File: src/shared/wide_timer_defs.svh
`ifndef WIDE_TIMER_DEFS_SVH
`define WIDE_TIMER_DEFS_SVH

// processor i/o location offsets
`define IO_ADDR_W       4
`define OFS_CTRL_A      4'h0
`define OFS_CTRL_B      4'h1
`define OFS_FLAGS       4'h2
`define OFS_COUNT_LO    4'h4
`define OFS_COUNT_HI    4'h5
`define OFS_CMPA_LO     4'h6
`define OFS_CMPA_HI     4'h7
`define OFS_CMPB_LO     4'h8
`define OFS_CMPB_HI     4'h9
`define OFS_CAP_LO      4'ha
`define OFS_CAP_HI      4'hb

// field positions
`define CTLA_MODE_LO    1:0
`define CTLB_CS         2:0
`define CTLB_MODE_HI    4:3
`define FLAG_OVF        0

// reset values
`define RST_BYTE        8'h00
`define RST_WORD        16'h0000

// counter limits
`define COUNT_FLOOR     16'h0000
`define COUNT_MAX       16'hffff
`define TOP_8BIT        16'h00ff
`define TOP_9BIT        16'h01ff
`define TOP_10BIT       16'h03ff

// clock source select codes
`define CS_STOP         3'h0
`define CS_DIV1         3'h1
`define CS_DIV8         3'h2
`define CS_DIV64        3'h3
`define CS_DIV256       3'h4
`define CS_DIV1024      3'h5
`define CS_EXT_FALL     3'h6
`define CS_EXT_RISE     3'h7

`define PRESCALE_BITS   10

`endif

File: src/shared/wide_timer_pkg.sv
`default_nettype none
package wide_timer_pkg;

  typedef logic [7:0]  byte_t;
  typedef logic [15:0] word_t;
  typedef logic [3:0]  wave_mode_t;

  typedef enum logic [1:0] {
    KIND_NORMAL,
    KIND_CTC,
    KIND_FAST,
    KIND_PHASE
  } count_kind_t;

endpackage : wide_timer_pkg
`default_nettype wire

File: src/hdl/wide_timer_byte_access_counter.sv
`timescale 1ns/10ps
`default_nettype none
`include "wide_timer_defs.svh"

module wide_timer_byte_access_counter
  import wide_timer_pkg::*;
  (
    input  wire logic                 ref_clk,
    input  wire logic                 resetn,
    input  wire logic                 clkEn,
    input  wire logic [`IO_ADDR_W-1:0] ioAddr,
    input  wire logic                 ioWrEn,
    input  wire logic                 ioRdEn,
    input  wire logic [7:0]           ioWrData,
    output logic      [7:0]           ioRdData,
    input  wire logic                 extClockPin,
    input  wire logic                 captureEvent,
    output logic                      overflowFlag,
    output logic                      countFloorHit,
    output logic                      countCeilingHit
  );

  function automatic count_kind_t kindOf(input wave_mode_t m);
    unique case (m)
      4'h0, 4'hd:             kindOf = KIND_NORMAL;
      4'h4, 4'hc:             kindOf = KIND_CTC;
      4'h5, 4'h6, 4'h7,
      4'he, 4'hf:             kindOf = KIND_FAST;
      4'h1, 4'h2, 4'h3, 4'h8,
      4'h9, 4'ha, 4'hb:       kindOf = KIND_PHASE;
    endcase
  endfunction : kindOf

  function automatic word_t topOf(input wave_mode_t m, input word_t cmpA,
                                  input word_t cap);
    unique case (m)
      4'h1, 4'h5:             topOf = `TOP_8BIT;
      4'h2, 4'h6:             topOf = `TOP_9BIT;
      4'h3, 4'h7:             topOf = `TOP_10BIT;
      4'h4, 4'h9, 4'hb, 4'hf: topOf = cmpA;
      4'h8, 4'ha, 4'hc, 4'he: topOf = cap;
      4'h0, 4'hd:             topOf = `COUNT_MAX;
    endcase
  endfunction : topOf

  function automatic logic capIsTop(input wave_mode_t m);
    capIsTop = (m == 4'h8) || (m == 4'ha) || (m == 4'hc) || (m == 4'he);
  endfunction : capIsTop

  byte_t       ctrlA_r;
  byte_t       ctrlB_r;
  byte_t       hold_r;
  word_t       count_r;
  word_t       count_nxt;
  logic        dirDown_r;
  logic        dirDown_nxt;
  word_t       cmpA_r;
  word_t       cmpB_r;
  word_t       cap_r;
  logic        overflow_r;
  logic        ovfSet;
  byte_t       rdData_r;
  byte_t       rdData_nxt;
  logic        floorHit_r;
  logic        ceilingHit_r;
  wave_mode_t  waveMode;
  count_kind_t countKind;
  word_t       topNow;
  logic        timerTick;
  logic        wrCntLo;
  logic        wrCmpALo;
  logic        wrCmpBLo;
  logic        wrCapLo;
  logic        wrAnyHi;
  logic        rdCntLo;
  logic        rdCapLo;

  assign waveMode  = {ctrlB_r[`CTLB_MODE_HI], ctrlA_r[`CTLA_MODE_LO]};
  assign countKind = kindOf(waveMode);
  assign topNow    = topOf(waveMode, cmpA_r, cap_r);

  // access decode, only low byte locations trigger wide transfers
  assign wrCntLo  = ioWrEn && (ioAddr == `OFS_COUNT_LO);
  assign wrCmpALo = ioWrEn && (ioAddr == `OFS_CMPA_LO);
  assign wrCmpBLo = ioWrEn && (ioAddr == `OFS_CMPB_LO);
  assign wrCapLo  = ioWrEn && (ioAddr == `OFS_CAP_LO) && capIsTop(waveMode);
  assign wrAnyHi  = ioWrEn && ((ioAddr == `OFS_COUNT_HI) || (ioAddr == `OFS_CMPA_HI) ||
                               (ioAddr == `OFS_CMPB_HI) || (ioAddr == `OFS_CAP_HI));
  assign rdCntLo  = ioRdEn && !ioWrEn && (ioAddr == `OFS_COUNT_LO);
  assign rdCapLo  = ioRdEn && !ioWrEn && (ioAddr == `OFS_CAP_LO);

  timer_tick_select #(.PRESCALE_W(`PRESCALE_BITS)) timer_tick_select_inst (
    .ref_clk           (ref_clk),
    .resetn            (resetn),
    .clkEn             (clkEn),
    .clockSourceSelect (ctrlB_r[`CTLB_CS]),
    .extClockPin       (extClockPin),
    .timerTick         (timerTick)
  );

  // control registers
  always_ff @(posedge ref_clk or negedge resetn) begin
    if (!resetn) begin
      ctrlA_r <= `RST_BYTE;
      ctrlB_r <= `RST_BYTE;
    end else if (clkEn && ioWrEn) begin
      if (ioAddr == `OFS_CTRL_A) begin
        ctrlA_r <= ioWrData;
      end
      if (ioAddr == `OFS_CTRL_B) begin
        ctrlB_r <= ioWrData;
      end
    end
  end

  // shared high byte holding register; a write wins over a read
  always_ff @(posedge ref_clk or negedge resetn) begin
    if (!resetn) begin
      hold_r <= `RST_BYTE;
    end else if (clkEn) begin
      if (wrAnyHi) begin
        hold_r <= ioWrData;
      end else if (rdCntLo) begin
        hold_r <= count_r[15:8];
      end else if (rdCapLo) begin
        hold_r <= cap_r[15:8];
      end
    end
  end

  // counter next value
  always_comb begin
    count_nxt   = count_r;
    dirDown_nxt = (countKind == KIND_PHASE) ? dirDown_r : 1'b0;
    ovfSet      = 1'b0;
    if (wrCntLo) begin
      count_nxt = {hold_r, ioWrData};
    end else if (timerTick) begin
      unique case (countKind)
        KIND_NORMAL: begin
          count_nxt = count_r + 16'h0001;
          ovfSet    = (count_r == `COUNT_MAX);
        end
        KIND_CTC: begin
          count_nxt = (count_r == topNow) ? `COUNT_FLOOR : count_r + 16'h0001;
          ovfSet    = (count_r == `COUNT_MAX);
        end
        KIND_FAST: begin
          if (count_r >= topNow) begin
            count_nxt = `COUNT_FLOOR;
            ovfSet    = 1'b1;
          end else begin
            count_nxt = count_r + 16'h0001;
          end
        end
        KIND_PHASE: begin
          if (dirDown_r) begin
            if (count_r == `COUNT_FLOOR) begin
              dirDown_nxt = 1'b0;
              count_nxt   = count_r + 16'h0001;
              ovfSet      = 1'b1;
            end else begin
              count_nxt = count_r - 16'h0001;
            end
          end else if (count_r >= topNow) begin
            dirDown_nxt = 1'b1;
            count_nxt   = count_r - 16'h0001;
          end else begin
            count_nxt = count_r + 16'h0001;
          end
        end
      endcase
    end
  end

  always_ff @(posedge ref_clk or negedge resetn) begin
    if (!resetn) begin
      count_r   <= `RST_WORD;
      dirDown_r <= 1'b0;
    end else if (clkEn) begin
      count_r   <= count_nxt;
      dirDown_r <= dirDown_nxt;
    end
  end

  // floor and ceiling indications track the counter
  always_ff @(posedge ref_clk or negedge resetn) begin
    if (!resetn) begin
      floorHit_r   <= 1'b1;
      ceilingHit_r <= 1'b0;
    end else if (clkEn) begin
      floorHit_r   <= (count_nxt == `COUNT_FLOOR);
      ceilingHit_r <= (count_nxt == topNow);
    end
  end

  // compare values
  always_ff @(posedge ref_clk or negedge resetn) begin
    if (!resetn) begin
      cmpA_r <= `RST_WORD;
      cmpB_r <= `RST_WORD;
    end else if (clkEn) begin
      if (wrCmpALo) begin
        cmpA_r <= {hold_r, ioWrData};
      end
      if (wrCmpBLo) begin
        cmpB_r <= {hold_r, ioWrData};
      end
    end
  end

  // capture value: written only when it sets top, else loaded by events
  always_ff @(posedge ref_clk or negedge resetn) begin
    if (!resetn) begin
      cap_r <= `RST_WORD;
    end else if (clkEn) begin
      if (wrCapLo) begin
        cap_r <= {hold_r, ioWrData};
      end else if (captureEvent && !capIsTop(waveMode)) begin
        cap_r <= count_r;
      end
    end
  end

  // overflow flag: hardware set beats write-one clear
  always_ff @(posedge ref_clk or negedge resetn) begin
    if (!resetn) begin
      overflow_r <= 1'b0;
    end else if (clkEn) begin
      if (ovfSet) begin
        overflow_r <= 1'b1;
      end else if (ioWrEn && (ioAddr == `OFS_FLAGS) && ioWrData[`FLAG_OVF]) begin
        overflow_r <= 1'b0;
      end
    end
  end

  // read mux
  always_comb begin
    rdData_nxt = `RST_BYTE;
    if (ioRdEn && !ioWrEn) begin
      unique case (ioAddr)
        `OFS_CTRL_A:   rdData_nxt = ctrlA_r;
        `OFS_CTRL_B:   rdData_nxt = ctrlB_r;
        `OFS_FLAGS:    rdData_nxt = {7'h00, overflow_r};
        `OFS_COUNT_LO: rdData_nxt = count_r[7:0];
        `OFS_COUNT_HI: rdData_nxt = hold_r;
        `OFS_CMPA_LO:  rdData_nxt = cmpA_r[7:0];
        `OFS_CMPA_HI:  rdData_nxt = cmpA_r[15:8];
        `OFS_CMPB_LO:  rdData_nxt = cmpB_r[7:0];
        `OFS_CMPB_HI:  rdData_nxt = cmpB_r[15:8];
        `OFS_CAP_LO:   rdData_nxt = cap_r[7:0];
        `OFS_CAP_HI:   rdData_nxt = hold_r;
        default:       rdData_nxt = `RST_BYTE;
      endcase
    end
  end

  always_ff @(posedge ref_clk or negedge resetn) begin
    if (!resetn) begin
      rdData_r <= `RST_BYTE;
    end else if (clkEn) begin
      rdData_r <= rdData_nxt;
    end
  end

  assign ioRdData        = rdData_r;
  assign overflowFlag    = overflow_r;
  assign countFloorHit   = floorHit_r;
  assign countCeilingHit = ceilingHit_r;

  AST_LOW_WRITE_LOADS: assert property (@(posedge ref_clk) disable iff (!resetn)
    clkEn && wrCntLo |=> count_r == {$past(hold_r), $past(ioWrData)})
    else $error("count low write did not load holding and data bytes");

  AST_LOW_READ_COPIES: assert property (@(posedge ref_clk) disable iff (!resetn)
    clkEn && rdCntLo |=> hold_r == $past(count_r[15:8]) && ioRdData == $past(count_r[7:0]))
    else $error("count low read did not copy upper byte");

  AST_HIGH_WRITE_HOLDS: assert property (@(posedge ref_clk) disable iff (!resetn)
    clkEn && wrAnyHi |=> hold_r == $past(ioWrData))
    else $error("high byte write did not reach holding byte");

  AST_HIGH_ALONE_INERT: assert property (@(posedge ref_clk) disable iff (!resetn)
    clkEn && wrAnyHi && !timerTick |=> $stable(count_r) && $stable(cmpA_r) && $stable(cmpB_r))
    else $error("high byte write moved a wide register");

  AST_COMPARE_READ_DIRECT: assert property (@(posedge ref_clk) disable iff (!resetn)
    clkEn && ioRdEn && !ioWrEn && ioAddr == `OFS_CMPB_HI
    |=> ioRdData == $past(cmpB_r[15:8]) && $stable(hold_r))
    else $error("compare high read wrong or disturbed holding byte");

  AST_STOPPED: assert property (@(posedge ref_clk) disable iff (!resetn)
    ctrlB_r[`CTLB_CS] == `CS_STOP && !wrCntLo |-> !timerTick ##1 $stable(count_r))
    else $error("counter moved with no clock source");

  AST_STEP_ONE: assert property (@(posedge ref_clk) disable iff (!resetn)
    clkEn && timerTick && !wrCntLo
    |=> count_r == 16'($past(count_r) + 16'h0001) || count_r == 16'($past(count_r) - 16'h0001)
        || count_r == `COUNT_FLOOR)
    else $error("counter changed by other than one");

  AST_FLOOR_TRACKS: assert property (@(posedge ref_clk) disable iff (!resetn)
    countFloorHit == (count_r == `COUNT_FLOOR))
    else $error("floor indication disagrees with counter");

  AST_OVF_NORMAL: assert property (@(posedge ref_clk) disable iff (!resetn)
    clkEn && timerTick && !wrCntLo && waveMode == 4'h0 && count_r == `COUNT_MAX
    |=> overflowFlag && count_r == `COUNT_FLOOR)
    else $error("normal mode wrap did not set overflow");

endmodule : wide_timer_byte_access_counter
`default_nettype wire

File: src/hdl/timer_tick_select.sv
`timescale 1ns/10ps
`default_nettype none
`include "wide_timer_defs.svh"

module timer_tick_select
  #(parameter int unsigned PRESCALE_W = `PRESCALE_BITS)
  (
    input  wire logic       ref_clk,
    input  wire logic       resetn,
    input  wire logic       clkEn,
    input  wire logic [2:0] clockSourceSelect,
    input  wire logic       extClockPin,
    output logic            timerTick
  );

  logic [PRESCALE_W-1:0] prescale_r;
  logic                  extSync1_r;
  logic                  extSync2_r;
  logic                  extSync3_r;
  logic                  extLevel_r;
  logic                  extAgree;
  logic                  extRise;
  logic                  extFall;

  always_ff @(posedge ref_clk or negedge resetn) begin
    if (!resetn) begin
      prescale_r <= '0;
    end else if (clkEn) begin
      prescale_r <= prescale_r + 1'b1;
    end
  end

  // pin passes three stages; a level counts once stages two and three agree
  always_ff @(posedge ref_clk or negedge resetn) begin
    if (!resetn) begin
      extSync1_r <= 1'b0;
      extSync2_r <= 1'b0;
      extSync3_r <= 1'b0;
      extLevel_r <= 1'b0;
    end else if (clkEn) begin
      extSync1_r <= extClockPin;
      extSync2_r <= extSync1_r;
      extSync3_r <= extSync2_r;
      if (extAgree) begin
        extLevel_r <= extSync3_r;
      end
    end
  end

  assign extAgree = (extSync2_r == extSync3_r);
  assign extRise  = extAgree && extSync3_r && !extLevel_r;
  assign extFall  = extAgree && !extSync3_r && extLevel_r;

  always_comb begin
    unique case (clockSourceSelect)
      `CS_STOP:     timerTick = 1'b0;
      `CS_DIV1:     timerTick = clkEn;
      `CS_DIV8:     timerTick = clkEn && (&prescale_r[2:0]);
      `CS_DIV64:    timerTick = clkEn && (&prescale_r[5:0]);
      `CS_DIV256:   timerTick = clkEn && (&prescale_r[7:0]);
      `CS_DIV1024:  timerTick = clkEn && (&prescale_r[9:0]);
      `CS_EXT_FALL: timerTick = clkEn && extFall;
      `CS_EXT_RISE: timerTick = clkEn && extRise;
    endcase
  end

endmodule : timer_tick_select
`default_nettype wire

File: config.mk
export PLATFORM = sky130hd
export DESIGN_NAME = wide_timer_byte_access_counter
export DESIGN_NICKNAME = d
export VERILOG_FILES = /design/src/shared/wide_timer_pkg.sv /design/src/hdl/wide_timer_byte_access_counter.sv /design/src/hdl/timer_tick_select.sv
export VERILOG_INCLUDE_DIRS = /design/src /design/src/shared
export SDC_FILE = /design/constraint.sdc
export NUM_CORES = 1
export LEC_CHECK = 0
export ABC_AREA = 1
export BUFFER_PORTS_ARGS = -buffer_cell sky130_fd_sc_hd__buf_2
export CORE_UTILIZATION = 65
export DETAILED_ROUTE_END_ITERATION = 16
export MAX_ROUTING_LAYER = met4
export PLACE_DENSITY = 0.93
export SETUP_SLACK_MARGIN = 0.15
export SLEW_MARGIN = 15
export SYNTH_ARGS = -nofsm -noshare
export SYNTH_HDL_FRONTEND = slang
export SYNTH_SLANG_ARGS = --single-unit
File: constraint.sdc
create_clock -name ref_clk -period 8.29 [get_ports ref_clk]
set_input_delay 0.829 -clock ref_clk [delete_from_list [all_inputs] [get_ports ref_clk]]
set_output_delay 0.829 -clock ref_clk [all_outputs]
set_load 0.05 [all_outputs]
# == Word level (Yosys, flattened, before mapping) ==
# Memories as Yosys holds them, arrays and structs flattened.
# Cells that the tools add are included.
# totals
register_bits,114
rom_bits,32
input_bits,19
output_inout_bits,11
wordCells,155
n_memories,1
# classes
addsub,3
order_cmp,1
n_eq_ne,39
n_mux,32
reduce_logical,62
# memory_table
name,words,width,read_ports,rd_clocked_by_memory_dff,write_ports,line,rtl
(no name shown),16,2,1,0,0,wide_timer_byte_access_counter.sv:24,unique case (m)
# ops
operator,n
16-bit two-way mux,9
16-bit case mux with 6 select lines,1
8-bit case mux with 10 select lines,1
16-bit case mux with 4 select lines,1
4-bit == test (second input constant),12
16-bit == test,2
4-bit by 3-bit == test with 1-bit output (second input constant),8
16-bit logical NOT,2
8-bit two-way mux,4
1-bit logical AND,23
16-bit by 1-bit adder with 16-bit output (second input constant),1
16-bit == test (second input constant),1
16-bit >= comparator,1
2-bit AND reduction,8
16-bit by 1-bit subtractor with 16-bit output (second input constant),1
1-bit two-way mux,14
3-bit == test (second input constant),4
4-bit by 2-bit == test with 1-bit output (second input constant),3
2-bit OR reduction,6
10-bit by 1-bit adder with 10-bit output (second input constant),1
10-bit AND reduction,1
4-bit by 1-bit == test with 1-bit output (second input constant),2
4-bit logical NOT,2
1-bit case mux with 8 select lines,1
16 further kinds,28

# == Longest topological paths before layout ==
# depth
word_depth,10
mapped_depth,30

# == Modules after synthesis ==
# Synthesis repeated with hierarchy kept, for this count alone.
# unflattened
cells_unflattened,1165
hier_area_um2,8192.9
# by_module_without_submodules
module,n_inst,cells_per_inst,area_per_inst_um2,seq_area_each_um2
wide_timer_byte_access_counter,1,1073,7435.9,2503.7
timer_tick_select,1,92,757.0,350.3

# == Worst setup path after synthesis ==
# OpenSTA, ideal clock, no wires.
# synth_timing
path_type,register -> register
start,reg ctrlA_r[1]
end,reg floorHit_r (netlist: countFloorHit)
setup_time_ns,0.061
t_arrival_ns,3.018
setup_slack_ns,5.211
stages_incl_launch_ff,23
path_buffers,1
period_less_slack_ns,3.079
cell_sequence,dfrtp_1 -> inv_1 -> nand3_2 -> o211ai_1 -> inv_2 -> clkbuf_1 -> a221oi_2 -> ha_1 -> nand2_1 -> nor2_1 -> nand2_1 -> o21ai_0 -> nor2_1 -> nand3_2 -> nand3_2 -> o21ai_0 -> o21ai_1 -> nand2_1 -> nor2_1 -> nand2_1 -> nor2_1 -> nand4_1 -> nand2_1
# synth_between
elab_chain_len,10
word_cells_on_any_way,38
cone_classes,order compare (1); eq/ne (19); mux (8); reduce/logical (9); memory (1)
# synth_rtl
element,line,rtl
start: declaration,wide_timer_byte_access_counter.sv:50,byte_t ctrlA_r;
start signal: assignment,wide_timer_byte_access_counter.sv:104,ctrlA_r <= `RST_BYTE;
start signal: assignment,wide_timer_byte_access_counter.sv:108,ctrlA_r <= ioWrData;
"4-bit == test, or another cell as far along",wide_timer_byte_access_counter.sv:36,unique case (m)
4-bit OR reduction or 2-bit OR reduction (tied branches),wide_timer_byte_access_counter.sv:36,
16-bit case mux with 6 select lines,wide_timer_byte_access_counter.sv:36,
16-bit >= comparator,"wide_timer_byte_access_counter.sv:149, wide_timer_byte_access_counter.sv:165",
16-bit two-way mux,wide_timer_byte_access_counter.sv:165,end else if (count_r >= topNow) begin
16-bit two-way mux,wide_timer_byte_access_counter.sv:157,if (dirDown_r) begin
16-bit case mux with 4 select lines *,wide_timer_byte_access_counter.sv:139,unique case (countKind)
16-bit two-way mux *,wide_timer_byte_access_counter.sv:138,end else if (timerTick) begin
16-bit two-way mux *,wide_timer_byte_access_counter.sv:136,if (wrCntLo) begin
16-bit logical NOT (no line) *,-,
end signal: assignment,wide_timer_byte_access_counter.sv:192,floorHit_r <= (count_nxt == `COUNT_FLOOR);
end: declaration,wide_timer_byte_access_counter.sv:64,logic floorHit_r;
# Mark *: on every way between the ends. The rest lies on a longest branch, timed or not.
# A chain may end at the register's enable or synchronous reset.

# == Worst setup path in the final report ==
# layout_timing
start,reg ctrlB_r[4]
end,reg floorHit_r (netlist: countFloorHit)
# layout_between
elab_chain_len,10
word_cells_on_any_way,38
cone_classes,order compare (1); eq/ne (19); mux (8); reduce/logical (9); memory (1)
# layout_rtl
element,line,rtl
start: declaration,wide_timer_byte_access_counter.sv:51,byte_t ctrlB_r;
start signal: assignment,wide_timer_byte_access_counter.sv:105,ctrlB_r <= `RST_BYTE;
start signal: assignment,wide_timer_byte_access_counter.sv:111,ctrlB_r <= ioWrData;
"4-bit == test, or another cell as far along",wide_timer_byte_access_counter.sv:36,
4-bit OR reduction or 2-bit OR reduction (tied branches),wide_timer_byte_access_counter.sv:36,
16-bit case mux with 6 select lines,wide_timer_byte_access_counter.sv:36,
16-bit >= comparator,"wide_timer_byte_access_counter.sv:149, wide_timer_byte_access_counter.sv:165",
16-bit two-way mux,wide_timer_byte_access_counter.sv:165,
16-bit two-way mux,wide_timer_byte_access_counter.sv:157,
16-bit case mux with 4 select lines *,wide_timer_byte_access_counter.sv:139,
16-bit two-way mux *,wide_timer_byte_access_counter.sv:138,
16-bit two-way mux *,wide_timer_byte_access_counter.sv:136,
16-bit logical NOT (no line) *,-,
# Marked as above.

==> flow_metrics.tcl <==
set metrics [dict create \
    antenna_found_initial 0 \
    cp_cell_sequence "inv_2, nor2_1, inv_1, o21ai_0, inv_1, nand3_1, inv_1, ha_1, nand2_1, nor2_1, nand2_1, o21ai_0, nor2_1, nand3_2, nand3_2, o21ai_0, o21ai_1, nand2_1, nor2_1, nand2_1, nor2_1, nand4_1, nand2_1" \
    critPathMaxFanout 16 \
    clk_latency_ns 0.43 \
    hpwl_um 19700 \
    post-route-period-util_pct 55.3 \
    drv_cap 0 \
    ys_seq_area_share_pct 37.0 \
    setup_viol 0 \
    finalClockSkew_ns 0.00747 \
    cts.repair.resized 0 \
    vdd_drop_max_uv 344 \
    synth_area_mm2 0.00771 \
    yosysUniqueCellTypes 49 \
    ant_nets 0 \
    diodes 0 \
    drc 0 \
    ys_warn_count 0 \
    grt_usage_pct 48.5 \
    die_area_mm2 0.0123 \
    place_area_mm2 0.00789 \
    period_minus_slack_ns 4.58 \
    ys_ff_latch 114 \
    instances_no_fill 1245 \
    cellLeakagePower_nw 4.16 \
    critPathMaxStageDelay_ns 0.92 \
    fmax_mhz 218 \
    cts_tree "done" \
    initial_core_util_pct 67.2 \
    total_power_mw 2.70 \
    syn_inst 1076 \
    wl_per_cell_um 22.2 \
    grt_max_degree 70 \
    overflow 0 \
    async_flop_share_pct 100 \
    finalWirelength_um 27700 \
    dp.cells 1213 \
    root_buffer "clkbuf_16" \
    critPathLaunchType "flip-flop" \
    p_comb_share_pct 39.8 \
    swShare_pct 46.4 \
    crit_required_ns 8.66 \
    synth_edf_count 0 \
    whs_ns 0.388 \
    cts_setup_buffers 0 \
    place.gp.congestion 1.07 \
    hold_viol 0 \
    hold_class "primary input to async pin" \
    setup_tns_ns 0 \
    numPortBuffers 29 \
    die_h_um 111 \
    grt_pass1_vias 7865 \
    synth_fp_nets 1119 \
    endpoint_kind "flip-flop" \
    p_int_mw 1.45 \
    p_clk_share_pct 26.7 \
    ys.flop_type "dfrtp_1" \
    num_rows 39 \
    avgViaCountPerCell 6.55 \
    drt_pass1_iterations 7 \
    cpMaxStageDelayCell "nor2_1" \
    final_max_slew_viol_count 0 \
    syn_to_final_growth_pct 10.0 \
    cts.clk_slew.worst_paths_ns 0.06 \
    seqPwrFrac_pct 33.5 \
    avgSynthCellArea_um2 7.16 \
    grt_pass1_wl_um 43700 \
    cts_hold_buf 0 \
    cts_made_buffers 17 \
    relSlewSlack_pct 19.2 \
    rsz0062_at_grt "false" \
    ctsHtreeMaxLevel 4 \
    tightest_slew_ns 1.21 \
    final_common_cell "nand2_1" \
    cts_buffer_depth 2 \
    layout_common_cells "317 x nand2_1, 113 x dfrtp_1, 112 x inv_1" \
    critical_path_class "flip-flop to flip-flop" \
    drt-initial-drc-count 1323 \
    power_density_mw_per_mm2 318 \
    final_area_mm2 0.00848 \
    drive_gt1_share_pct 9.62 \
    arrival_ns 4.95 \
    power.switching_mw 1.25 \
    fin_nets 1132 \
    num_vias 8153 \
    io_pins 30 \
    die_x_um 111 \
    core_area_mm2 0.0115 \
    outcome "complete, no violations" \
    cts.sinks 114 \
]
## synthesized netlist by cell type, drive strengths merged, types with 7 or more instances
| library cell | number | area share, % |
|---|---|---|
| xor2 | 27 | 3.1 |
| a32o | 10 | 1.3 |
| inv | 119 | 5.8 |
| nor3 | 10 | 1.0 |
| nand2 | 321 | 16 |
| o211ai | 30 | 2.9 |
| nand4 | 17 | 1.4 |
| a221oi | 11 | 1.3 |
| buf | 17 | 1.1 |
| dfrtp | 113 | 37 |
| a22o | 7 | 0.80 |
| nor2 | 77 | 4.4 |
| a21oi | 42 | 2.9 |
| clkbuf | 22 | 1.1 |
| ha | 24 | 3.9 |
| nand3 | 71 | 4.9 |
| o21ai | 120 | 7.9 |
## state kept, by name (all words and copies together), names as in the netlist
name and flops:
cap_r 16, cmpA_r 16, cmpB_r 16, countCeilingHit 1
countFloorHit 1, count_r 16, ctrlA_r 8, ctrlB_r 8
dirDown_r 1, hold_r 8, ioRdData 8, overflowFlag 1
timer_tick_select_inst.extLevel_r 1, timer_tick_select_inst.extSync1_r 1, timer_tick_select_inst.extSync2_r 1, timer_tick_select_inst.extSync3_r 1
timer_tick_select_inst.prescale_r 10
## power by group through the flow
| stage | clock network, mW | logic, mW | registers (mW) |
|---|---|---|---|
| 2_1_floorplan | 0 | 0.757 | 0.811 |
| 3_5_place_dp | 0 | 1.02 | 0.893 |
| 5_1_grt | 0.744 | 1.19 | 0.908 |
| 3_3_place_gp | 0 | 1.01 | 0.893 |
| 4_1_cts | 0.721 | 1.03 | 0.886 |
| 6_report | 0.722 | 1.07 | 0.903 |
## worst max-delay path: cells and delay by family (launching register included)
kind / cells / cell delay [ns]
AOI/OAI and AO/OA: 4 / 0.62
adders and majority gates: 1 / 0.29
buffers and inverters: 4 / 0.42
DFF: 1 / 0.49
and+or+nand+nor: 14 / 2.69
## logic make-up after synthesis
kind of cell             after synthesis  synth area share (%)
AO/OA/AOI/OAI                        238                  18.9
adder cells (fa/ha/maj)               24                  3.90
buffers and inverters                163                  8.25
flip-flops                           114                  37.0
AND/OR/NAND/NOR                      507                  28.5
XOR/XNOR                              30                  3.41
## routing by layer
layer | global-route usage, % | routed length [µm] | up-vias
met5 | - | 0 | -
met4 | 28.4 | 2010 | 0
met3 | 12.5 | 3400 | 172
met2 | 69.9 | 12000 | 640
met1 | 61.7 | 10300 | 3724
li1 | - | - | 3617
## layout make-up
type | count | area (µm²)
clock inverter | 15 | 149
timing repair buffer | 33 | 178
sequential | 114 | 2850
clock buffer | 17 | 425
inverter | 124 | 465
tap | 143 | 179
multi-input combinational | 799 | 4230
fill | 907 | 2990
## worst paths after layout
path,startpoint,endpoint,slack (ns),cells past startpoint
min in group ref_clk,timer_tick_select_inst.prescale_r[6],timer_tick_select_inst.prescale_r[6],0.48,1
max,ctrlB_r[4],countFloorHit,3.71,23
min,resetn,cmpB_r[1],0.39,1
max reg2reg,ctrlB_r[4],countFloorHit,3.71,23
min reg2reg,timer_tick_select_inst.prescale_r[6],timer_tick_select_inst.prescale_r[6],0.48,1
max in group asynchronous,resetn,dirDown_r,6.57,2
## stage by stage
stage / setup slack, ns / utilization, %
floorplan: 5.21 / -
global placement: 3.91 / 68.8
detailed placement: 3.87 / 68.8
CTS: 3.89 / 73.8
global route: 3.27 / 74.0
finish: 3.71 / 74.0
Power figures use the tool's default switching activity.
